$ cat src/cbl_regs.vh
// Summary of operation
// - volatile memory loaded before user operation
// - control block writes memory from bitstream
// - three modes: active, passive, jtag
// - active mode drives oscillator clock to flash
// - wake flash with release-power-down first
// - wait at least 30 us before read
// - fast read from address zero
// - passive: external master drives clock, data
// - reset low then rising edge starts load
// - jtag mode loads through test port
`ifndef CBL_REGS_VH
`define CBL_REGS_VH
// ************
// mode codes
// ************
`define CBL_MODE_ACTIVE 2'h0
`define CBL_MODE_PASSIVE 2'h1
`define CBL_MODE_JTAG 2'h2
// ************
// flash commands
// ************
`define CBL_CMD_WAKE 8'hAB
`define CBL_CMD_FREAD 8'h0B
`define CBL_START_ADDR 24'h000000
`define CBL_DUMMY_BITS 8
// ************
// timing
// ************
`define CBL_CLK_MHZ 250
`define CBL_WAKE_US 30
`define CBL_WAKE_CYC (`CBL_WAKE_US * `CBL_CLK_MHZ)
`define CBL_SCK_HALF 4'h4
`endif

$ cat src/cbl_loader.v
`timescale 1ns/1ns
`default_nettype none
`include "cbl_regs.vh"
// ************
// configuration bitstream loader
// ************
module cbl_loader #(
  parameter [31:0] WAKE_CYC = `CBL_WAKE_CYC,
  parameter [31:0] IMAGE_BITS = 32'h00000400
) (
  input wire core_clk,
  input wire nrst,
  input wire [1:0] mode_sel,
  input wire config_reset_low,
  input wire flash_miso,
  input wire pas_ss_n,
  input wire pas_sck,
  input wire pas_mosi,
  input wire tck,
  input wire tms,
  input wire tdi,
  output reg flash_sck,
  output reg flash_cs_n,
  output reg flash_mosi,
  output reg flash_oe,
  output reg tdo,
  output reg cfg_we,
  output reg [31:0] cfg_addr,
  output reg cfg_bit,
  output reg cfg_done,
  output reg user_mode
);
  // ************
  // synchronised pins
  // ************
  wire rst_s, miso_s, pss_s, psck_s, pmosi_s, tck_s, tms_s, tdi_s;
  cbl_sync u_s0 (.core_clk(core_clk), .nrst(nrst), .din(config_reset_low), .dout(rst_s));
  cbl_sync u_s1 (.core_clk(core_clk), .nrst(nrst), .din(flash_miso), .dout(miso_s));
  cbl_sync u_s2 (.core_clk(core_clk), .nrst(nrst), .din(pas_ss_n), .dout(pss_s));
  cbl_sync u_s3 (.core_clk(core_clk), .nrst(nrst), .din(pas_sck), .dout(psck_s));
  cbl_sync u_s4 (.core_clk(core_clk), .nrst(nrst), .din(pas_mosi), .dout(pmosi_s));
  cbl_sync u_s5 (.core_clk(core_clk), .nrst(nrst), .din(tck), .dout(tck_s));
  cbl_sync u_s6 (.core_clk(core_clk), .nrst(nrst), .din(tms), .dout(tms_s));
  cbl_sync u_s7 (.core_clk(core_clk), .nrst(nrst), .din(tdi), .dout(tdi_s));
  // strap pins settle long before the load edge, but are synced like any pin
  wire [1:0] mode_s;
  cbl_sync u_s8 (.core_clk(core_clk), .nrst(nrst), .din(mode_sel[0]), .dout(mode_s[0]));
  cbl_sync u_s9 (.core_clk(core_clk), .nrst(nrst), .din(mode_sel[1]), .dout(mode_s[1]));
  // ************
  // states
  // ************
  localparam [2:0] ST_HOLD = 3'h0; // waiting for reset release
  localparam [2:0] ST_WAKE = 3'h1; // shifting wake command
  localparam [2:0] ST_WAIT = 3'h2; // post-wake delay
  localparam [2:0] ST_READ = 3'h3; // command, address, dummy
  localparam [2:0] ST_DATA = 3'h4; // bitstream in
  localparam [2:0] ST_SLV = 3'h5; // passive or jtag load
  localparam [2:0] ST_DONE = 3'h6; // user operation
  // outgoing words, first bit on top; dummy byte trails the address
  localparam [39:0] WAKE_WORD = {`CBL_CMD_WAKE, 32'h00000000};
  localparam [39:0] READ_WORD = {`CBL_CMD_FREAD, `CBL_START_ADDR, 8'h00};
  reg [2:0] st_r;
  reg rst_d_r; // previous reset level, for edge find
  reg psck_d_r; // previous passive clock
  reg tck_d_r; // previous jtag clock
  reg [1:0] mode_r; // mode captured at load start
  reg [3:0] div_r; // oscillator half-period divider
  reg [5:0] bit_r; // header bit index
  reg [39:0] sh_r; // header shift register
  reg [31:0] wait_r; // wake delay counter
  wire tick = (div_r == `CBL_SCK_HALF - 4'h1);
  wire fall_tick = tick & flash_sck; // drive edge
  wire rise_tick = tick & ~flash_sck; // sample edge
  wire start = rst_s & ~rst_d_r; // released reset pin
  wire p_rise = psck_s & ~psck_d_r & ~pss_s;
  wire t_rise = tck_s & ~tck_d_r & ~tms_s;
  // next memory bit counter, shared by all modes
  function [31:0] inc32;
    input [31:0] v;
    begin
      inc32 = v + 32'h00000001;
    end
  endfunction
  // ************
  // main sequencer
  // ************
  always @(posedge core_clk or negedge nrst) begin
    if (!nrst) begin
      st_r <= ST_HOLD;
      rst_d_r <= 1'b0;
      psck_d_r <= 1'b0;
      tck_d_r <= 1'b0;
      mode_r <= `CBL_MODE_ACTIVE;
      div_r <= 4'h0;
      bit_r <= 6'h00;
      sh_r <= 40'h0000000000;
      wait_r <= 32'h00000000;
      flash_sck <= 1'b0;
      flash_cs_n <= 1'b1;
      flash_mosi <= 1'b0;
      flash_oe <= 1'b0;
      tdo <= 1'b0;
      cfg_we <= 1'b0;
      cfg_addr <= 32'h00000000;
      cfg_bit <= 1'b0;
      cfg_done <= 1'b0;
      user_mode <= 1'b0;
    end else begin
      rst_d_r <= rst_s;
      psck_d_r <= psck_s;
      tck_d_r <= tck_s;
      cfg_we <= 1'b0;
      // free-running internal oscillator, only shown on pin in active load
      div_r <= tick ? 4'h0 : div_r + 4'h1;
      if (!rst_s) begin
        // pin low aborts the load and clears done and user mode
        st_r <= ST_HOLD;
        flash_cs_n <= 1'b1;
        flash_oe <= 1'b0;
        flash_sck <= 1'b0;
        cfg_done <= 1'b0;
        user_mode <= 1'b0;
      end else begin
        case (st_r)
          ST_HOLD: begin
            if (start) begin
              mode_r <= mode_s;
              cfg_addr <= 32'h00000000;
              if (mode_s == `CBL_MODE_ACTIVE) begin
                st_r <= ST_WAKE;
                // first bit set up ahead of the first clock rise, not on it
                flash_mosi <= WAKE_WORD[39];
                sh_r <= {WAKE_WORD[38:0], 1'b0};
                bit_r <= 6'h00;
                flash_oe <= 1'b1;
                flash_cs_n <= 1'b0;
              end else if (mode_s == `CBL_MODE_PASSIVE || mode_s == `CBL_MODE_JTAG) begin
                st_r <= ST_SLV;
              end
            end
          end
          ST_WAKE: begin
            if (tick) begin
              flash_sck <= ~flash_sck;
            end
            // next bit leaves on the falling clock, so it is stable at the rise
            if (fall_tick) begin
              flash_mosi <= sh_r[39];
              sh_r <= {sh_r[38:0], 1'b0};
              bit_r <= bit_r + 6'h01;
              if (bit_r == 6'h07) begin
                flash_cs_n <= 1'b1;
                wait_r <= 32'h00000000;
                st_r <= ST_WAIT;
              end
            end
          end
          ST_WAIT: begin
            wait_r <= inc32(wait_r);
            if (wait_r >= WAKE_CYC - 32'h00000001) begin
              st_r <= ST_READ;
              flash_mosi <= READ_WORD[39];
              sh_r <= {READ_WORD[38:0], 1'b0};
              bit_r <= 6'h00;
              flash_cs_n <= 1'b0;
            end
          end
          ST_READ: begin
            if (tick) begin
              flash_sck <= ~flash_sck;
            end
            // header shifts the same way as the wake word
            if (fall_tick) begin
              flash_mosi <= sh_r[39];
              sh_r <= {sh_r[38:0], 1'b0};
              bit_r <= bit_r + 6'h01;
              if (bit_r == 6'h27) begin
                st_r <= ST_DATA;
              end
            end
          end
          ST_DATA: begin
            if (tick) begin
              flash_sck <= ~flash_sck;
            end
            if (rise_tick) begin
              // flash answers the read with the image
              cfg_bit <= miso_s;
              cfg_we <= 1'b1;
              cfg_addr <= inc32(cfg_addr);
              if (inc32(cfg_addr) == IMAGE_BITS) begin
                flash_cs_n <= 1'b1;
                flash_oe <= 1'b0;
                // clock parks low; the last bit is already read from the line
                flash_sck <= 1'b0;
                st_r <= ST_DONE;
              end
            end
          end
          ST_SLV: begin
            // external master paces passive load; test port paces jtag load
            if ((mode_r == `CBL_MODE_PASSIVE && p_rise) ||
                (mode_r == `CBL_MODE_JTAG && t_rise)) begin
              cfg_bit <= (mode_r == `CBL_MODE_JTAG) ? tdi_s : pmosi_s;
              tdo <= tdi_s;
              cfg_we <= 1'b1;
              cfg_addr <= inc32(cfg_addr);
              if (inc32(cfg_addr) == IMAGE_BITS) begin
                st_r <= ST_DONE;
              end
            end
          end
          ST_DONE: begin
            cfg_done <= 1'b1;
            user_mode <= 1'b1;
          end
          default: begin
            st_r <= ST_HOLD;
          end
        endcase
      end
    end
  end
endmodule
`default_nettype wire

$ cat src/cbl_sync.v
`timescale 1ns/1ns
`default_nettype none
// ************
// two-stage synchroniser for pin inputs
// ************
module cbl_sync (
  input wire core_clk,
  input wire nrst,
  input wire din,
  output reg dout
);
  reg meta_r; // first stage, read only by dout
  // metastability guard
  always @(posedge core_clk or negedge nrst) begin
    if (!nrst) begin
      meta_r <= 1'b0;
      dout <= 1'b0;
    end else begin
      meta_r <= din;
      dout <= meta_r;
    end
  end
endmodule
`default_nettype wire

$ cat config.mk
export PLATFORM = sky130hd
export DESIGN_NAME = cbl_loader
export DESIGN_NICKNAME = d
export VERILOG_FILES = /design/src/cbl_loader.v /design/src/cbl_sync.v
export VERILOG_INCLUDE_DIRS = /design/src
export SDC_FILE = /design/constraint.sdc
export NUM_CORES = 1
export LEC_CHECK = 0
export ABC_AREA = 1
export BUFFER_PORTS_ARGS = -buffer_cell sky130_fd_sc_hd__buf_4
export CORE_ASPECT_RATIO = 1.4
export CORE_MARGIN = 10
export CORE_UTILIZATION = 30
export CTS_BUF_LIST = sky130_fd_sc_hd__clkbuf_2 sky130_fd_sc_hd__clkbuf_4 sky130_fd_sc_hd__clkbuf_8
export DETAILED_ROUTE_END_ITERATION = 8
export MAX_ROUTING_LAYER = met4
export SYNTH_ARGS = -nofsm -noshare
export SYNTH_HDL_FRONTEND = slang
export SYNTH_SLANG_ARGS = --single-unit
$ cat constraint.sdc
create_clock -name core_clk -period 3.07 [get_ports core_clk]
set_clock_uncertainty 0.05 [all_clocks]
set_input_delay 0.614 -clock core_clk [delete_from_list [all_inputs] [get_ports core_clk]]
set_output_delay 0.614 -clock core_clk [all_outputs]
set_load 0.005 [all_outputs]
==> results.ini, run 1 <==
[outcome]
status=finished clean

[drt]
drt_wl_total_mm=17.2
drt-wirelength-per-cell_um=13.7
drt_iter0_drc=337
drt-vias-per-instance=4.76
dr.pass1.iters=5
drc=0
dr_total_vias=5974
postRouteAntennaNets=0

[sta]
setup_violations=0
rsz0062_at_grt=no
relSlewSlack_pct=65.7
fmax_mhz=383
worst_slew_pin_slew_ps=511
hold_viol_final=0
min_period_ps=2610
whs_ps=68.9
setup_tns_ps=0
finalCritPeriodShare_pct=85.0
final_max_slew_viol_count=0

[synthesis]
syn_inst=883
ys_seq_area_share_pct=44.8
synth_nets=903
syn_area_um2=6540
synth-edff-count=0
yosysUniqueCellTypes=45
async_flop_share_pct=100
synth_flop_cell=dfrtp_1
yosys_warnings=0
ys_ff_latch=117
syn_area_per_cell_um2=7.41

[clock_tree]
cts_sinks=117
path_clk_slew_ps=70
numCtsBuffers=17
clock_latency_ps=440
post_cts.repair.setup_buffers=0
root_buffer=clkbuf_8
ctsHoldBuffers=0
cts_buffer_depth=2
cts_resized=0
h-tree-depth=4
tritoncts=built

[grt]
antenna_found_initial=0
grt_pass1_vias=5771
grt_max_degree=49
gr-total-overflow=0
grt_first_pass_wirelength_mm=27.5
grt_use_total_pct=12.6

[critical_path]
cp.arrival_ps=2900
r2r_cells=16
slowest_delay_ps=370
worstSetupPathType=reg -> reg
regToRegEndpoint=wait_r[25]$_DFFE_PN0P_
cp.required_ps=3360
timing.rr.start=div_r[0]$_DFF_PN0_
start_kind=flop
slowest_stage=dfrtp_1
end_kind=flop
path_cells=ha_1 > nand2_1 > nor2_1 > ha_1 > nor2_1 > nor2_1 > nand3_2 > buf_4 > nor2_4 > nand2_2 > nor2_2 > nand3_2 > nor2_2 > nand4_1 > nand2_1 > nor2_1
crit_fanout=6
crit_top_cell=nor2_1
r2r_slack_ps=460

[placement]
port_buffers=52
place_congestion=0.922
dp_hpwl_mm=13.3

[floorplan]
die_w_um=145
rows=63
fp.dieH_um=195
die_area_um2=28200
io_pins=53
initial_core_util_pct=30.6
coreArea_um2=21400

[finish]
fin_nets=972
drive_gt1_share_pct=15.0
antenna_cells=0
areaGrowthSynthToFinish_pct=18.0

[worst_hold_path]
hp-class=in -> async

[job]
drv_cap=0

[power]
vdd_drop_max_uv=273
powerDensity_nw_per_um2=552
p_leak_nw=3.48

==> state kept, by name, indices dropped and copies added (netlist names), 2 cells and up <==
register / count
bit_r: 6
cfg_addr: 32
div_r: 4
mode_r: 2
sh_r: 7
st_r: 3
wait_r: 32
==> routing by layer <==
layer	GRT usage [%]	wire length, um	part of all wire [%]	vias up
met5	-	0	0	-
li1	-	-	-	3017
met4	6.10	534	3.1	0
met3	2.88	700	4.1	32
met2	21.4	8850	51	131
met1	13.3	7120	41	2794
==> area by class of cell <==
cell class,count,area (um^2)
Clock buffer,19,262
Clock inverter,12,135
Fill cell,2232,13600
Inverter,107,402
Multi-Input combinational cell,645,3140
Sequential cell,117,2930
Tap cell,292,365
Timing Repair Buffer,64,493
==> critical path, delay by kind of cell, from the launching register on <==
family                   cells  cell delay (ps)
adder cells (fa/ha/maj)      2              440
flip-flops                   1              370
AND/OR/NAND/NOR             13             1450
buffers and inverters        1              200
==> cell families after synthesis <==
kind of cell	synth area share [%]
and+or+nand+nor	34.5
AOI/OAI and AO/OA	10.4
buffers and inverters	7.29
DFF	44.8
xor gates and xnor gates	1.34
adders and majority gates	1.53
muxes	0.172
==> worst max-delay path by stage <==
stage	slack, ps	cells past startpoint	start	end
after floorplan	930	12	div_r[0]$_DFF_PN0_	wait_r[22]$_DFFE_PN0P_
after global placement	530	16	div_r[0]$_DFF_PN0_	wait_r[25]$_DFFE_PN0P_
after detailed placement	480	16	div_r[0]$_DFF_PN0_	wait_r[25]$_DFFE_PN0P_
after CTS	470	16	div_r[0]$_DFF_PN0_	wait_r[25]$_DFFE_PN0P_
after global routing	220	16	div_r[0]$_DFF_PN0_	wait_r[25]$_DFFE_PN0P_
final	460	16	div_r[0]$_DFF_PN0_	wait_r[25]$_DFFE_PN0P_
==> through the flow <==
step                instance area, um^2  total power (W)  setup slack, ps  cells  utilization [%]
CTS                                7720          0.00433              467   1256             36.1
global placement                   7320          0.00284              528   1225             34.3
global route                       7720          0.00453              222   1256             36.1
floorplan                          6540          0.00251              933    883                -
finish                             7720          0.00426              459   1256             36.1
detailed placement                 7320          0.00285              484   1225             34.3
==> cells in the mapped netlist, types with 8 or more instances <==
master | number | area, um^2
inv_2 | 9 | 33.8
ha_1 | 8 | 100
dfrtp_1 | 116 | 2900
inv_1 | 98 | 368
nor2_2 | 9 | 56.3
nor3_1 | 23 | 115
o22ai_1 | 10 | 62.6
o21ai_0 | 57 | 285
nand2_1 | 232 | 871
a21oi_1 | 26 | 130
buf_2 | 9 | 45.0
nand4_1 | 17 | 106
nor2_1 | 127 | 477
xor2_1 | 8 | 70.1
nand2_2 | 10 | 62.6
nand3_1 | 52 | 260
==> cell usage in the layout (no fill, tap or decap), types with 2 or more instances in the layout <==
cell type / count
nand3_2: 5
nand3_1: 52
ha_1: 8
o21bai_1: 2
o21ai_0: 57
nor3_2: 3
nand3b_1: 2
nor2_1: 127
a31oi_1: 7
clkbuf_8: 19
bufinv_16: 3
nor2_4: 6
inv_1: 98
nor3b_1: 2
clkinv_2: 9
nand2_2: 10
xnor2_1: 2
o31ai_1: 6
buf_4: 63
o21ai_1: 7
xor2_1: 8
nor4_1: 7
nor3_1: 23
a21oi_1: 26
o22ai_1: 10
nand2_1: 232
nor2_2: 9
dfrtp_1: 116
o21a_1: 3
nand4_1: 17
inv_2: 9
==> report_power, final <==
group / switching (W) / internal (W) / leakage, nW
sequential: 0.000140 / 0.00170 / 1.54
clock: 0.000625 / 0.000827 / 0.214
combinational: 0.000631 / 0.000339 / 1.72
Note: power is estimated with default switching activity, not from simulation.
==> run 2, diff against run 1 <==
--- a/config.mk
+++ b/config.mk
@@ -10,7 +10,7 @@
 export BUFFER_PORTS_ARGS = -buffer_cell sky130_fd_sc_hd__buf_4
 export CORE_ASPECT_RATIO = 1.4
 export CORE_MARGIN = 10
-export CORE_UTILIZATION = 30
+export CORE_UTILIZATION = 40
 export CTS_BUF_LIST = sky130_fd_sc_hd__clkbuf_2 sky130_fd_sc_hd__clkbuf_4 sky130_fd_sc_hd__clkbuf_8
 export DETAILED_ROUTE_END_ITERATION = 8
 export MAX_ROUTING_LAYER = met4
==> constraint.sdc (replaced) <==
create_clock -name core_clk -period 3 [get_ports core_clk]
set_clock_uncertainty 0.05 [all_clocks]
set_input_delay 0.6 -clock core_clk [delete_from_list [all_inputs] [get_ports core_clk]]
set_output_delay 0.6 -clock core_clk [all_outputs]
set_load 0.005 [all_outputs]
==> run 2 against run 1 <==
Clock-buffer cell count down 2. Highest routed layer unchanged. Via count decreased by 1.1%. Sequential power barely moved. Sequential share of layout area is 0.72 points higher. Non-clock buffer count is 3 lower. Register-to-register slack got worse by 100 ps. Critical path depth decreased by 1.
==> results.ini, run 2 (synthesis results as in run 1) <==
[finish]
fin_nets=969
seqCellArea_um2=2930
multi_input_area_um2=3140
fillers=1668
areaGrowthSynthToFinish_pct=15.8
antenna_cells=0
mostFrequentLayoutCell=nand2_1
drive_gt1_share_pct=14.9
layout_common_cells=232 x nand2_1, 127 x nor2_1, 116 x dfrtp_1
largestRegisters=cfg_addr (32), wait_r (32), sh_r (7)
stdcell_area_um2=7580

[floorplan]
coreArea_um2=16100
rows=55
die_area_um2=21900
die_w_um=128
initial_core_util_pct=40.6
io_pins=53
fp.dieH_um=171

[sta]
rsz0062_at_grt=no
setup_tns_ps=0
worst_slew_pin_slew_ps=496
whs_ps=56.1
relSlewSlack_pct=66.7
finalCritPeriodShare_pct=88.1
min_period_ps=2640
setup_violations=0
hold_viol_final=0
fmax_mhz=378
final_max_slew_viol_count=0

[outcome]
status=finished clean

[drt]
dr_total_vias=5908
postRouteAntennaNets=0
dr.pass1.iters=5
drc=0
drt_iter0_drc=414
drt-vias-per-instance=5.09
drt_wl_total_mm=17.4
drt-wirelength-per-cell_um=15.0

[critical_path]
end_kind=flop
crit_fanout=12
slowest_stage=dfrtp_1
path_cells=ha_1 > nand2_1 > nor2_1 > ha_1 > nor2_1 > nor2_1 > nand3_2 > nor2_4 > nand2_2 > nor2_2 > nand3_2 > nor2_2 > nand4_1 > nand2_1 > nor2_1
worst-path-stages=15
critPathBufInv=0
crit_family=simple AND/OR/NAND/NOR gates
r2r_cells=15
worstSetupPathType=reg -> reg
start_kind=flop
crit_top_cell=nor2_1
crit_start=div_r[0]$_DFF_PN0_
slowest_delay_ps=370
cp.arrival_ps=2940
cp.required_ps=3300
timing.rr.start=div_r[0]$_DFF_PN0_

[power]
p_seq_share_pct=43.7
vdd_drop_max_uv=260
p_total_w=0.00429
power.net_switching_w=0.00158
internal-power_w=0.00271
clockPowerShare_pct=33.0
power_frac_comb_pct=23.3
powerDensity_nw_per_um2=566
p_leak_nw=3.45
switching_share_pct=36.9

[worst_hold_path]
hp-class=in -> async

[clock_tree]
h-tree-depth=4
tritoncts=built
post_cts.repair.setup_buffers=0
root_buffer=clkbuf_8
clock_latency_ps=460
numCtsBuffers=17
cts_sinks=117
cts_buffer_depth=2
ctsHoldBuffers=0
path_clk_slew_ps=80
cts_resized=0

[placement]
port_buffers=52
place_congestion=0.906
dp_hpwl_mm=13.5
dpl_cell_area_um2=7190

[grt]
grt_pass1_vias=6099
gr-total-overflow=0
grt_first_pass_wirelength_mm=29.0
antenna_found_initial=0
grt_use_total_pct=17.1
grt_max_degree=61

[job]
drv_cap=0

[run 2: cell types whose count changed in the layout (fill, tap and decap cells not counted)]
cell,delta
buf_4,-3
clkinvlp_4,+1
inv_8,+2
clkinv_2,-9
inv_6,+7
bufinv_16,-3
clkinv_4,+2
clkinv_8,+3
clkbuf_8,-2
[run 2: layer usage]
| layer | vias up | wire (um) | GRT usage (%) |
|---|---|---|---|
| li1 | 3000 | - | - |
| met1 | 2720 | 6480 | 15.9 |
| met2 | 146 | 9540 | 31.3 |
| met3 | 42 | 774 | 3.97 |
| met4 | 0 | 653 | 9.67 |
| met5 | - | 0 | - |
[run 2: path summary, 6_finish.rpt]
path                                      endpoint  slack (ps)
max                         wait_r[25]$_DFFE_PN0P_         360
min                        cfg_addr[5]$_DFFE_PN0P_          60
max reg2reg                 wait_r[25]$_DFFE_PN0P_         360
min reg2reg                    u_s1.dout$_DFF_PN0_         300
max in group asynchronous   flash_cs_n$_DFFE_PN1P_        2100
min in group core_clk        u_s5.meta_r$_DFF_PN0_         190
[run 2: power by group through the flow]
stage / combinational, W / clock (W) / sequential, W
5_1_grt: 0.00114 / 0.00153 / 0.00189
3_5_place_dp: 0.00102 / 0 / 0.00191
4_1_cts: 0.00102 / 0.00146 / 0.00188
3_3_place_gp: 0.00102 / 0 / 0.00191
6_report: 0.000999 / 0.00141 / 0.00187
2_1_floorplan: 0.000708 / 0 / 0.00186
[run 2: cell type report]
cell class	instances	area share [%]
multi-input cells	645	41.4
flip-flops and latches	117	38.7
repair buffers	61	6.21
inverters	107	5.30
well taps	199	3.29
clock buffers	17	3.09
clock inverters	15	2.08
[run 2: metrics by stage]
step	setup WS (ps)	util, %	instances
2_1_floorplan	863	-	883
3_3_place_gp	409	44.6	1129
3_5_place_dp	311	44.6	1129
4_1_cts	319	47.1	1161
5_1_grt	21.5	47.1	1161
6_report	358	47.1	1161
